--- src/osc_pkg.sv ---
package osc_pkg;

	// ****************************************
	// register map
	// ****************************************
	localparam logic [7:0] ctl_two_addr = 8'h00;
	localparam logic [7:0] ctl_one_addr = 8'h04;
	localparam logic [7:0] cfg_addr = 8'h08;
	localparam logic [7:0] sleep_addr = 8'h0c;
	localparam logic [7:0] irq_status_addr = 8'h10;
	localparam logic [7:0] irq_enable_addr = 8'h14;
	localparam logic [7:0] irq_clear_addr = 8'h18;
	localparam logic [7:0] wait_status_addr = 8'h1c;

	// ****************************************
	// control two field positions
	// ****************************************
	localparam int multiplier_running_bit = 7;
	localparam int aux_running_bit = 6;
	localparam int mid_sub_bit = 4;
	localparam int aux_start_bit = 3;
	localparam int drive_on_bit = 2;
	localparam int mid_stable_bit = 1;
	localparam int low_stable_bit = 0;
	localparam logic [7:0] ctl_two_write_mask = 8'h1c;
	localparam logic [7:0] ctl_two_reset = 8'h04;

	// ****************************************
	// interrupt event bits
	// ****************************************
	localparam int ev_wait_done = 0;
	localparam int ev_clock_switched = 1;
	localparam int ev_mid_stable = 2;
	localparam int ev_low_stable = 3;
	localparam int event_count = 4;

	// ****************************************
	// timing
	// ****************************************
	localparam int crystal_wait_oscillations = 1024;
	localparam int multiplier_extra_ms = 2;
	localparam longint clk_hz = 250000000;
	localparam int multiplier_extra_cycles = int'((longint'(multiplier_extra_ms) * clk_hz) / 1000);
	localparam int ext_resume_instr_cycles = 2;
	localparam int instr_clk_div = 4;
	localparam int switch_settle_cycles = 4;
	localparam int int_osc_start_cycles = 8;

	// ****************************************
	// encodings
	// ****************************************
	typedef enum logic [2:0] {
		outside_clock_mode,
		low_gain_crystal_mode,
		mid_gain_crystal_mode,
		high_gain_crystal_mode,
		resistor_cap_mode,
		internal_osc_mode
	} clock_class_e;

	// clock pick field: 00 primary, 01 aux, 1x internal block
	localparam logic [1:0] pick_primary = 2'b00;
	localparam logic [1:0] pick_aux = 2'b01;

	typedef enum logic [1:0] {
		src_fast,
		src_mid,
		src_slow
	} int_src_e;

	// oscillator stability inputs grouped
	typedef struct packed {
		logic mid_ready;
		logic low_ready;
		logic fast_ready;
		logic aux_ready;
	} osc_ready_s;

	// clock routing outputs grouped
	typedef struct packed {
		logic [1:0] sel_source;
		logic use_multiplier;
		logic [2:0] int_div_sel;
		int_src_e int_src;
	} clk_route_s;

endpackage

--- src/osc_status_startup.sv ---
// Decided for this implementation: the AXI4-Lite register port and the register offsets.
`timescale 1ns/1ps

module osc_status_startup #(
	parameter int crystal_count = osc_pkg::crystal_wait_oscillations,
	parameter int multiplier_cycles = osc_pkg::multiplier_extra_cycles
) (
	// clock and reset
	input wire logic aclk,
	input wire logic aresetn,
	// axi4-lite write
	input wire logic [7:0] s_axi_awaddr,
	input wire logic s_axi_awvalid,
	output logic s_axi_awready,
	input wire logic [31:0] s_axi_wdata,
	input wire logic [3:0] s_axi_wstrb,
	input wire logic s_axi_wvalid,
	output logic s_axi_wready,
	output logic [1:0] s_axi_bresp,
	output logic s_axi_bvalid,
	input wire logic s_axi_bready,
	// axi4-lite read
	input wire logic [7:0] s_axi_araddr,
	input wire logic s_axi_arvalid,
	output logic s_axi_arready,
	output logic [31:0] s_axi_rdata,
	output logic [1:0] s_axi_rresp,
	output logic s_axi_rvalid,
	input wire logic s_axi_rready,
	// oscillator side
	input wire logic primary_osc_edge,
	input wire osc_pkg::osc_ready_s osc_ready,
	input wire logic aux_other_request,
	input wire logic power_on_event,
	input wire logic power_up_timer_done,
	input wire logic wake_event,
	// outputs
	output logic primary_drive_en,
	output logic aux_osc_en,
	output osc_pkg::clk_route_s clk_route,
	output logic cpu_hold,
	output logic irq
);

	// ****************************************
	// state
	// ****************************************
	typedef enum {st_idle, st_por_wait, st_count, st_extra, st_int_start, st_settle, st_resume} wait_e;

	logic [7:0] ctl_two;
	logic [7:0] next_ctl_two;
	logic [7:0] ctl_one;
	logic [7:0] next_ctl_one;
	logic [7:0] cfg;
	logic [7:0] next_cfg;
	logic [3:0] irq_status;
	logic [3:0] next_irq_status;
	logic [3:0] irq_enable;
	logic [3:0] next_irq_enable;
	wait_e wstate;
	wait_e next_wstate;
	logic [31:0] wcount;
	logic [31:0] next_wcount;
	logic [1:0] active_pick;
	logic [1:0] next_active_pick;
	logic aw_hold, next_aw_hold, w_hold, next_w_hold;
	logic [7:0] aw_addr, next_aw_addr;
	logic [31:0] w_data, next_w_data;
	logic [3:0] w_strb, next_w_strb;
	logic bvalid, next_bvalid, rvalid, next_rvalid;
	logic [1:0] bresp, next_bresp, rresp, next_rresp;
	logic [31:0] rdata, next_rdata;
	logic [1:0] div_cnt, next_div_cnt;
	logic mid_q, low_q;
	logic do_write, do_read, wait_done, switched;
	logic [7:0] status_view;

	// cfg: [2:0] clock class, [3] two-speed, [4] multiplier enable
	function automatic logic is_crystal(input logic [2:0] c);
		return c == osc_pkg::low_gain_crystal_mode || c == osc_pkg::mid_gain_crystal_mode ||
			c == osc_pkg::high_gain_crystal_mode;
	endfunction

	// only byte lane 0 carries register bits
	function automatic logic [7:0] lane(input logic [7:0] old, input logic [31:0] d, input logic [3:0] s);
		lane = old;
		if (s[0]) begin
			lane = d[7:0];
		end
	endfunction

	// ****************************************
	// status view of control two
	// ****************************************
	always_comb begin
		status_view = ctl_two & osc_pkg::ctl_two_write_mask;
		status_view[osc_pkg::multiplier_running_bit] = cfg[4] && active_pick == osc_pkg::pick_primary &&
			!cpu_hold;
		status_view[osc_pkg::aux_running_bit] = active_pick == osc_pkg::pick_aux;
		status_view[osc_pkg::mid_stable_bit] = osc_ready.mid_ready;
		status_view[osc_pkg::low_stable_bit] = osc_ready.low_ready;
	end

	// ****************************************
	// axi4-lite slave
	// ****************************************
	assign s_axi_awready = !aw_hold && !bvalid;
	assign s_axi_wready = !w_hold && !bvalid;
	assign s_axi_arready = !rvalid;
	assign do_write = (aw_hold || s_axi_awvalid) && (w_hold || s_axi_wvalid) && !bvalid;
	assign do_read = s_axi_arvalid && !rvalid;

	// bus channel bookkeeping
	always_comb begin
		next_aw_hold = aw_hold;
		next_w_hold = w_hold;
		next_aw_addr = aw_addr;
		next_w_data = w_data;
		next_w_strb = w_strb;
		next_bvalid = bvalid;
		next_bresp = bresp;
		next_rvalid = rvalid;
		next_rresp = rresp;
		next_rdata = rdata;
		if (s_axi_awvalid && s_axi_awready) begin
			next_aw_hold = 1'b1;
			next_aw_addr = s_axi_awaddr;
		end
		if (s_axi_wvalid && s_axi_wready) begin
			next_w_hold = 1'b1;
			next_w_data = s_axi_wdata;
			next_w_strb = s_axi_wstrb;
		end
		if (do_write) begin
			next_aw_hold = 1'b0;
			next_w_hold = 1'b0;
			next_bvalid = 1'b1;
			case ((aw_hold ? aw_addr : s_axi_awaddr) & 8'hfc)
				osc_pkg::ctl_two_addr, osc_pkg::ctl_one_addr, osc_pkg::cfg_addr, osc_pkg::sleep_addr,
				osc_pkg::irq_status_addr, osc_pkg::irq_enable_addr, osc_pkg::irq_clear_addr,
				osc_pkg::wait_status_addr: next_bresp = 2'b00;
				default: next_bresp = 2'b10;
			endcase
		end
		if (bvalid && s_axi_bready) begin
			next_bvalid = 1'b0;
		end
		if (do_read) begin
			next_rvalid = 1'b1;
			next_rresp = 2'b00;
			case (s_axi_araddr & 8'hfc)
				osc_pkg::ctl_two_addr: next_rdata = {24'h00_0000, status_view};
				osc_pkg::ctl_one_addr: next_rdata = {24'h00_0000, ctl_one};
				osc_pkg::cfg_addr: next_rdata = {24'h00_0000, cfg};
				osc_pkg::irq_status_addr: next_rdata = {28'h000_0000, irq_status};
				osc_pkg::irq_enable_addr: next_rdata = {28'h000_0000, irq_enable};
				osc_pkg::wait_status_addr: next_rdata = {29'h0000_0000, cpu_hold, active_pick};
				osc_pkg::sleep_addr, osc_pkg::irq_clear_addr: next_rdata = 32'h0000_0000;
				default: begin
					next_rdata = 32'h0000_0000;
					next_rresp = 2'b10;
				end
			endcase
		end
		if (rvalid && s_axi_rready) begin
			next_rvalid = 1'b0;
		end
	end

	// ****************************************
	// software registers and interrupts
	// ****************************************
	always_comb begin
		logic [7:0] wa;
		logic [31:0] wd;
		logic [3:0] ws;
		wa = (aw_hold ? aw_addr : s_axi_awaddr) & 8'hfc;
		wd = w_hold ? w_data : s_axi_wdata;
		ws = w_hold ? w_strb : s_axi_wstrb;
		next_ctl_two = ctl_two;
		next_ctl_one = ctl_one;
		next_cfg = cfg;
		next_irq_enable = irq_enable;
		next_irq_status = irq_status;
		if (do_write) begin
			case (wa)
				osc_pkg::ctl_two_addr: next_ctl_two = lane(ctl_two, wd, ws) &
					osc_pkg::ctl_two_write_mask;
				osc_pkg::ctl_one_addr: next_ctl_one = lane(ctl_one, wd, ws);
				osc_pkg::cfg_addr: next_cfg = lane(cfg, wd, ws);
				osc_pkg::irq_enable_addr: next_irq_enable = 4'(lane({4'h0, irq_enable}, wd, ws));
				osc_pkg::irq_clear_addr: next_irq_status = irq_status & ~4'(lane(8'h00, wd, ws));
				default: ;
			endcase
		end
		// events set after clear so a coincident event wins
		if (wait_done) begin
			next_irq_status[osc_pkg::ev_wait_done] = 1'b1;
		end
		if (switched) begin
			next_irq_status[osc_pkg::ev_clock_switched] = 1'b1;
		end
		if (osc_ready.mid_ready && !mid_q) begin
			next_irq_status[osc_pkg::ev_mid_stable] = 1'b1;
		end
		if (osc_ready.low_ready && !low_q) begin
			next_irq_status[osc_pkg::ev_low_stable] = 1'b1;
		end
	end

	// ****************************************
	// start-up wait sequencer
	// ****************************************
	always_comb begin
		logic sleep_wr;
		logic [2:0] cls;
		sleep_wr = do_write && ((aw_hold ? aw_addr : s_axi_awaddr) & 8'hfc) == osc_pkg::sleep_addr;
		cls = cfg[2:0];
		next_wstate = wstate;
		next_wcount = wcount;
		next_active_pick = active_pick;
		next_div_cnt = div_cnt + 2'd1;
		wait_done = 1'b0;
		switched = 1'b0;
		case (wstate)
			st_idle: begin
				if (power_on_event) begin
					next_wstate = st_por_wait;
				end else if (wake_event || sleep_wr) begin
					next_wstate = st_count;
					next_wcount = 32'd0;
				end else if (ctl_one[1:0] != active_pick) begin
					next_wstate = st_settle;
					next_wcount = 32'd0;
				end
			end
			st_por_wait: begin
				if (power_up_timer_done) begin
					next_wstate = st_count;
					next_wcount = 32'd0;
				end
			end
			st_count: begin
				if (cls == osc_pkg::outside_clock_mode) begin
					next_wstate = st_idle;
					wait_done = 1'b1;
				end else if (cls == osc_pkg::resistor_cap_mode) begin
					next_wstate = st_resume;
					next_wcount = 32'd0;
				end else if (cls == osc_pkg::internal_osc_mode) begin
					next_wstate = st_int_start;
					next_wcount = 32'd0;
				end else if (primary_osc_edge) begin
					next_wcount = wcount + 32'd1;
					if (wcount == 32'(crystal_count - 1)) begin
						next_wcount = 32'd0;
						if (cfg[4]) begin
							next_wstate = st_extra;
						end else begin
							next_wstate = st_idle;
							wait_done = 1'b1;
						end
					end
				end
			end
			st_extra: begin
				next_wcount = wcount + 32'd1;
				if (wcount == 32'(multiplier_cycles - 1)) begin
					next_wstate = st_idle;
					wait_done = 1'b1;
				end
			end
			st_int_start, st_settle: begin
				next_wcount = wcount + 32'd1;
				if (wcount == 32'((wstate == st_settle ? osc_pkg::switch_settle_cycles :
					osc_pkg::int_osc_start_cycles) - 1)) begin
					next_wstate = st_idle;
					if (wstate == st_settle) begin
						next_active_pick = ctl_one[1:0];
						switched = 1'b1;
					end else begin
						wait_done = 1'b1;
					end
				end
			end
			st_resume: begin
				if (div_cnt == 2'd3) begin
					next_wcount = wcount + 32'd1;
					if (wcount == 32'(osc_pkg::ext_resume_instr_cycles - 1)) begin
						next_wstate = st_idle;
						wait_done = 1'b1;
					end
				end
			end
			default: next_wstate = st_idle;
		endcase
	end

	// ****************************************
	// outputs
	// ****************************************
	always_comb begin
		logic two_speed_run;
		two_speed_run = cfg[3] && is_crystal(cfg[2:0]) && (wstate == st_count || wstate == st_extra);
		cpu_hold = wstate != st_idle && !two_speed_run;
		primary_drive_en = ctl_two[osc_pkg::drive_on_bit];
		aux_osc_en = ctl_two[osc_pkg::aux_start_bit] || aux_other_request;
		clk_route.sel_source = two_speed_run ? 2'b10 : active_pick;
		clk_route.use_multiplier = cfg[4] && !cpu_hold;
		clk_route.int_div_sel = ctl_one[6:4];
		// fast 16M by default; low choices from mid when substituted
		if (ctl_one[6:4] == 3'd0) begin
			clk_route.int_src = osc_pkg::src_slow;
		end else begin
			clk_route.int_src = osc_pkg::src_fast;
		end
		if (ctl_two[osc_pkg::mid_sub_bit] && ctl_one[6:4] <= 3'd2) begin
			clk_route.int_src = osc_pkg::src_mid;
		end
		irq = |(irq_status & irq_enable);
	end

	// register all state
	always_ff @(posedge aclk) begin
		if (!aresetn) begin
			ctl_two <= osc_pkg::ctl_two_reset;
			ctl_one <= 8'h30;
			cfg <= 8'h00;
			irq_status <= 4'h0;
			irq_enable <= 4'h0;
			wstate <= st_idle;
			wcount <= 32'd0;
			active_pick <= osc_pkg::pick_primary;
			aw_hold <= 1'b0;
			w_hold <= 1'b0;
			aw_addr <= 8'h00;
			w_data <= 32'h0000_0000;
			w_strb <= 4'h0;
			bvalid <= 1'b0;
			bresp <= 2'b00;
			rvalid <= 1'b0;
			rresp <= 2'b00;
			rdata <= 32'h0000_0000;
			div_cnt <= 2'd0;
			mid_q <= 1'b0;
			low_q <= 1'b0;
		end else begin
			ctl_two <= next_ctl_two;
			ctl_one <= next_ctl_one;
			cfg <= next_cfg;
			irq_status <= next_irq_status;
			irq_enable <= next_irq_enable;
			wstate <= next_wstate;
			wcount <= next_wcount;
			active_pick <= next_active_pick;
			aw_hold <= next_aw_hold;
			w_hold <= next_w_hold;
			aw_addr <= next_aw_addr;
			w_data <= next_w_data;
			w_strb <= next_w_strb;
			bvalid <= next_bvalid;
			bresp <= next_bresp;
			rvalid <= next_rvalid;
			rresp <= next_rresp;
			rdata <= next_rdata;
			div_cnt <= next_div_cnt;
			mid_q <= osc_ready.mid_ready;
			low_q <= osc_ready.low_ready;
		end
	end

	assign s_axi_bvalid = bvalid;
	assign s_axi_bresp = bresp;
	assign s_axi_rvalid = rvalid;
	assign s_axi_rresp = rresp;
	assign s_axi_rdata = rdata;
endmodule

--- config.mk ---
export PLATFORM = sky130hd
export DESIGN_NAME = osc_status_startup
export DESIGN_NICKNAME = d
export VERILOG_FILES = /design/src/osc_pkg.sv /design/src/osc_status_startup.sv
export SDC_FILE = /design/constraint.sdc
export NUM_CORES = 1
export LEC_CHECK = 0
export BUFFER_PORTS_ARGS = -buffer_cell sky130_fd_sc_hd__buf_2
export CAP_MARGIN = 10
export CORE_MARGIN = 3
export CORE_UTILIZATION = 55
export CTS_BUF_LIST = sky130_fd_sc_hd__clkbuf_8 sky130_fd_sc_hd__clkbuf_16
export CTS_CLUSTER_SIZE = 40
export DETAILED_ROUTE_END_ITERATION = 12
export PLACE_DENSITY = 0.81
export SKIP_LAST_GASP = 1
export SLEW_MARGIN = 20
export SYNTH_ARGS = -nofsm -noshare
export SYNTH_HDL_FRONTEND = slang
export SYNTH_SLANG_ARGS = --single-unit
--- constraint.sdc ---
create_clock -name aclk -period 3.1 [get_ports aclk]
set_input_delay 0.155 -clock aclk [delete_from_list [all_inputs] [get_ports aclk]]
set_output_delay 0.155 -clock aclk [all_outputs]
set_load 0.02 [all_outputs]
; Yosys cells after proc, flatten, opt, wreduce, memory -nomap -nowiden
; Memory sizes are Yosys's and may differ from the RTL's.
; Cells that the tools add are included.
[op_classes]
addsub = 3
n_lt_le_gt_ge = 1
n_eq_ne = 45
muxes = 60
bitwise_logic = 4
n_reduce_logical = 69
[op_table]
columns = operator, count
row1 = $mux W32, 23
row2 = $pmux W32 S6, 1
row3 = $eq A32 B3 Y1 const B, 5
row4 = $pmux W32 S5, 1
row5 = $eq A32 B1 Y1 const B, 2
row6 = $eq A32 B2 Y1 const B, 2
row7 = $pmux W8 S6, 1
row8 = $eq A6 B3 Y1 const B, 6
row9 = $add A32 B1 Y32 const B, 1
row10 = $eq A32 B10 Y1 const B, 1
row11 = $eq A32 B19 Y1 const B, 1
row12 = $eq A32 B32 Y1, 1
row13 = $eq A32 B4 Y1 const B, 1
row14 = $logic_not A32 Y1, 1
row15 = $reduce_bool A32 Y1, 1
row16 = $eq A6 B2 Y1 const B, 4
row17 = $mux W4, 6
row18 = $logic_and A1 B1 Y1, 19
row19 = $mux W1, 19
row20 = $logic_not A8 Y1, 2
row21 = $mux W8, 2
row22 = $reduce_bool A2 Y1, 8
row23 = $reduce_and A3 Y1, 5
row24 = $ne A2 B2 Y1 const B, 7
row25 = 30 further kinds, 62
[totals]
ff_bits = 154
rom_bits = 32
in_bits = 68
out_inout_bits = 53
elab_cells = 207
mem_count = 1
[memory_table]
columns = memory, depth, width, read_ports, rd_clocked_by_memory_dff, write_ports, line_no
row1 = (name not given), 32, 1, 1, 0, 0, osc_status_startup.sv:138  ; case ((aw_hold ? aw_addr : s_axi_awaddr) & 8'hfc)

; Logic depth before layout (Yosys ltp)
[depth]
word_depth = 10
mapped_depth = 9
depth_no_buf = 8

; Worst setup path before layout
; No wires, ideal clock.
[synth_path]
kind = reg-to-reg
startpoint = reg wcount[13]
endpoint = reg wcount[11]
setup_ns = 0.122
t_arrival_ns = 2.246
t_required_ns = 2.978
setup_slack_ns = 0.732
path_stages_with_launch = 9
path_buffers = 2
synth_period_minus_slack_ns = 2.368
cell_sequence = dfxtp_1 -> or4_1 -> or3_1 -> o31ai_2 -> a21oi_1 -> buf_2 -> nand2_1 -> buf_2 -> o22ai_1
[synth_via]
elab_chain_cells = 7
[synth_lines]
columns = element, line_no
row1 = from (decl), osc_status_startup.sv:62  ; logic [31:0] wcount;
row2 = from (signal assigned), osc_status_startup.sv:354  ; wcount <= next_wcount;
row3 = $eq A32 B10 Y1, osc_status_startup.sv:255  ; if (wcount == 32'(crystal_count - 1)) begin
row4 = $mux W32, osc_status_startup.sv:255
row5 = $mux W32, osc_status_startup.sv:253  ; end else if (primary_osc_edge) begin
row6 = $mux W32, osc_status_startup.sv:250  ; end else if (cls == osc_pkg::internal_osc_mode) begin
row7 = $mux W32, osc_status_startup.sv:247  ; end else if (cls == osc_pkg::resistor_cap_mode) begin
row8 = $mux W32, osc_status_startup.sv:244  ; if (cls == osc_pkg::outside_clock_mode) begin
row9 = $pmux W32 S5, osc_status_startup.sv:225  ; case (wstate)
; No other way between the ends. The select of a mux whose other input is x is not followed.
; A chain may end at the register's enable or synchronous reset.

; Worst setup path in the final report
[layout_path]
startpoint = reg aw_hold
endpoint = reg wcount[17]
[layout_via]
elab_chain_cells = 8
word_cells_on_any_way = 12
cone_classes = eq/ne: 2 / mux: 4 / reduce/logical: 6
[layout_lines]
columns = element, line_no
row1 = from (decl), osc_status_startup.sv:66  ; logic aw_hold, next_aw_hold, w_hold, next_w_hold;
row2 = from (signal assigned), osc_status_startup.sv:356  ; aw_hold <= next_aw_hold;
row3 = branches (longest 3 deep; another with $mux W8), -
row4 = $logic_and A1 B1 Y1 *, osc_status_startup.sv:217  ; sleep_wr = do_write && ((aw_hold ? aw_addr : s_axi_awaddr) & 8'hfc) == osc_pkg::sleep_addr;
row5 = $logic_or A1 B1 Y1 *, osc_status_startup.sv:229  ; end else if (wake_event || sleep_wr) begin
row6 = $mux W32, osc_status_startup.sv:229
row7 = $mux W32, osc_status_startup.sv:227  ; if (power_on_event) begin
row8 = $pmux W32 S5, osc_status_startup.sv:225
; Every way passes the cells marked *. The select of a mux whose other input is x is not followed.

==> results_tabular.tex <==
\begin{tabular}{lr}
\hline
Metric & Value \\
\hline
\multicolumn{2}{l}{\textbf{Status}} \\
\quad Outcome & finished clean \\
\multicolumn{2}{l}{\textbf{Clocking}} \\
\quad Reg clk slew, reported paths & 110 ps \\
\quad CTS tree & done \\
\quad Number of cells upsized or downsized after cts & 0 \\
\quad Library cell used as clock root buffer & sky130\_fd\_sc\_hd\_\_clkbuf\_8 \\
\quad CTS sink count & 97 \\
\quad Level count of the clock H-tree & 3 \\
\quad Clock latency reported for the late side of the worst-skew pair & 380 ps \\
\quad Hold-fix buffers at CTS & 1 \\
\quad Total clock buffers created by CTS & 9 \\
\quad Number of buffers added for setup after CTS & 0 \\
\quad CTS max path bufs & 2 \\
\multicolumn{2}{l}{\textbf{Setup path}} \\
\quad Startpoint-to-endpoint class of the critical path & reg -> reg \\
\quad Type of element capturing the critical path & flip-flop \\
\quad Launch instance of the worst register-to-register path & aw\_hold\$\_SDFFE\_PP0P\_ \\
\quad CP arrival & 3160 ps \\
\quad Startpoint type of the worst setup path & flip-flop \\
\quad Crit path required time & 3400 ps \\
\quad Highest net fanout along the worst path & 15 \\
\quad Worst setup path startpoint & aw\_hold\$\_SDFFE\_PP0P\_ \\
\multicolumn{2}{l}{\textbf{Place}} \\
\quad Hpwl dp & 9440 um \\
\quad RePlAce Congestion & 0.847 \\
\quad Port-buffer cells & 61 \\
\quad Number of instances in the placed design & 828 \\
\multicolumn{2}{l}{\textbf{Timing}} \\
\quad Setup repair after global routing missed its margin & false \\
\quad Final critical delay including setup and external delays & 2860 ps \\
\quad Final setup violation count & 0 \\
\quad Clock tree skew after final layout & 23.2 ps \\
\quad Timing-limited maximum frequency & 350 MHz \\
\quad Portion of the clock cycle consumed by the worst path in the final layout & 92.2\% \\
\quad Slew headroom & 55.9\% \\
\quad Final TNS setup & 0 ps \\
\quad Number of failing hold endpoints at the final stage & 0 \\
\quad Worst-Margin Slew & 660 ps \\
\quad Final Slew Violations & 0 \\
\multicolumn{2}{l}{\textbf{Synth}} \\
\quad Number of storage elements in the synthesis netlist & 97 \\
\quad Average size of a mapped cell & 8.03 um2 \\
\quad Library cells used by synthesis & 64 \\
\quad Yosys warning count & 0 \\
\quad Summed instance area of the synthesized netlist & 5390 um2 \\
\quad Flip-flop cell with the highest count after synthesis & sky130\_fd\_sc\_hd\_\_dfxtp\_1 \\
\quad Sequential area share after synthesis & 36.0\% \\
\quad Number of instances in the synthesized netlist & 671 \\
\quad Count of flip-flops with a built-in enable after synthesis & 0 \\
\quad Share of async-settable or async-resettable flops after synthesis & 0\% \\
\multicolumn{2}{l}{\textbf{Min path}} \\
\quad Worst Hold Class & in -> reg \\
\quad Hold Startpoint & s\_axi\_wdata[7] \\
\multicolumn{2}{l}{\textbf{Route}} \\
\quad Detailed-routing iteration count for the pre-antenna-repair pass & 5 \\
\quad Detailed router's first-iteration violation count & 430 \\
\quad Antenna violation net count after detailed routing & 0 \\
\quad Average vias per placed instance & 6.07 \\
\quad Wirelength per Cell & 16.1 um \\
\quad Detailed Route WL & 13600 um \\
\quad Number of vias after detailed routing & 5133 \\
\quad DRC violation count after routing & 0 \\
\multicolumn{2}{l}{\textbf{Power and ir drop}} \\
\quad IR drop worst, VDD & 342 uV \\
\quad Power per standard cell area & 550 nW/um2 \\
\quad Cell leakage power & 2.40 nW \\
\multicolumn{2}{l}{\textbf{Floorplan}} \\
\quad Die W & 105 um \\
\quad Number of top-level design ports & 121 \\
\quad Area enclosed by the die boundary & 11000 um2 \\
\quad Effective utilization at floorplan & 57.5\% \\
\quad Row Count & 35 \\
\quad Core region area & 9370 um2 \\
\quad Die outline height & 105 um \\
\multicolumn{2}{l}{\textbf{Cells and area}} \\
\quad Most frequent cells in the layout & 97 x sky130\_fd\_sc\_hd\_\_dfxtp\_1, 79 x sky130\_fd\_sc\_hd\_\_nand2\_1, 61 x sky130\_fd\_sc\_hd\_\_buf\_2, 59 x sky130\_fd\_sc\_hd\_\_nor2\_1, 50 x sky130\_fd\_sc\_hd\_\_a21oi\_1 \\
\quad Fin util & 62.8\% \\
\quad Share of post-route cells with drive strength above 1 & 15.5\% \\
\quad Post-layout instance count excluding filler cells & 845 \\
\quad Number of nets in the final layout & 782 \\
\quad Antenna cell count & 0 \\
\quad Area growth, synth to finish & 9.26\% \\
\quad Leading cell type in the layout, fill and taps excluded & sky130\_fd\_sc\_hd\_\_dfxtp\_1 \\
\multicolumn{2}{l}{\textbf{GRT}} \\
\quad Number of global-route vias before repair & 4772 \\
\quad Initial antenna violation count & 0 \\
\quad Overflow left after global routing & 0 \\
\quad Tot GR Track Use & 24.1\% \\
\quad Pin count of the biggest net entering global routing & 45 \\
\quad Global-route wire length before repair & 22400 um \\
\multicolumn{2}{l}{\textbf{Run}} \\
\quad Number of max-capacitance violations reported & 0 \\
\hline
\end{tabular}
==> registers in the layout, indices dropped and copies added (netlist names), 3 cells and up <==
| signal | flops |
|---|---|
| wcount | 32 |
| cfg | 8 |
| ctl_one | 8 |
| s_axi_rdata | 8 |
| w_data | 8 |
| aw_addr | 6 |
| irq_enable | 4 |
| irq_status | 4 |
| ctl_two | 3 |
| wstate | 3 |
==> cell families (layout without fill, tap and decap cells) <==
logic type	after synthesis	after routing	synth area share [%]
and+or+nand+nor	289	289	27.4
DFF	97	97	36.0
adders and majority gates	3	3	0.696
xor gates and xnor gates	2	2	0.325
muxes	47	47	8.98
AOI/OAI and AO/OA	147	147	18.3
other	1	26	0.0696
buffers and inverters	85	105	8.19
==> synthesized netlist by cell type (all sizes together) (13+ instances only) <==
master,n,area share (%)
a21oi,51,4.7
buf,37,4.9
clkbuf,30,2.1
dfxtp,97,36
inv,18,1.3
mux2i,36,6.7
nand2,79,5.5
nand2b,13,1.5
nand3,32,3.0
nand4,15,1.7
nor2,59,4.1
o21ai,15,1.5
o22ai,14,1.6
or3,15,1.7
==> power breakdown <==
part / switching (mW) / internal [mW]
clock network: 0.526 / 0.404
registers: 0.0810 / 1.30
logic: 0.627 / 0.307
total: 1.23 / 2.01
==> path summary, 6_finish.rpt <==
path	slack [ps]	depth (start not counted)	to
setup / recovery	240	6	wcount[17]$_SDFFE_PN0P_
hold / removal	20	3	w_data[7]$_SDFFE_PN0P_
setup reg to reg	240	6	wcount[17]$_SDFFE_PN0P_
hold reg to reg	430	1	div_cnt[0]$_SDFF_PN0_
==> worst max-delay path, stage by stage (launching register included) <==
cell and delay (ps):
sky130_fd_sc_hd__dfxtp_1 540, sky130_fd_sc_hd__or4b_1 510, sky130_fd_sc_hd__and2_4 180, sky130_fd_sc_hd__o41ai_4 490
sky130_fd_sc_hd__o21ai_2 320, sky130_fd_sc_hd__or4_1 580, sky130_fd_sc_hd__a31oi_1 160
==> per-stage QoR <==
stage          instance area [um2]  setup WS, ps  power [mW]  hold slack (ps)
2_1_floorplan                 5480           732        2.08              255
3_3_place_gp                  5650           373        2.27              345
3_5_place_dp                  5650           313        2.31              351
4_1_cts                       5890           272        3.22             9.11
5_1_grt                       5890          78.5        3.38             7.68
6_report                      5890           243        3.24             16.8
==> layer usage <==
layer / global-route usage [%] / up-vias / routed length (um) / part of all wire, %
li1: - / 2481 / - / -
met1: 33.9 / 2386 / 6140 / 45
met2: 38.0 / 237 / 6140 / 45
met3: 2.84 / 29 / 1030 / 7.6
met4: 8.62 / 0 / 286 / 2.1
met5: 0 / - / 0 / 0
==> cell type report <==
| type | instances | area, um2 |
|---|---|---|
| tap | 129 | 161 |
| multi-input combinational | 514 | 3100 |
| inverter | 18 | 67.6 |
| fill | 809 | 3480 |
| timing repair buffer | 71 | 383 |
| sequential | 97 | 1940 |
| clock buffer | 9 | 124 |
| clock inverter | 7 | 108 |
Power figures use the tool's default switching activity.
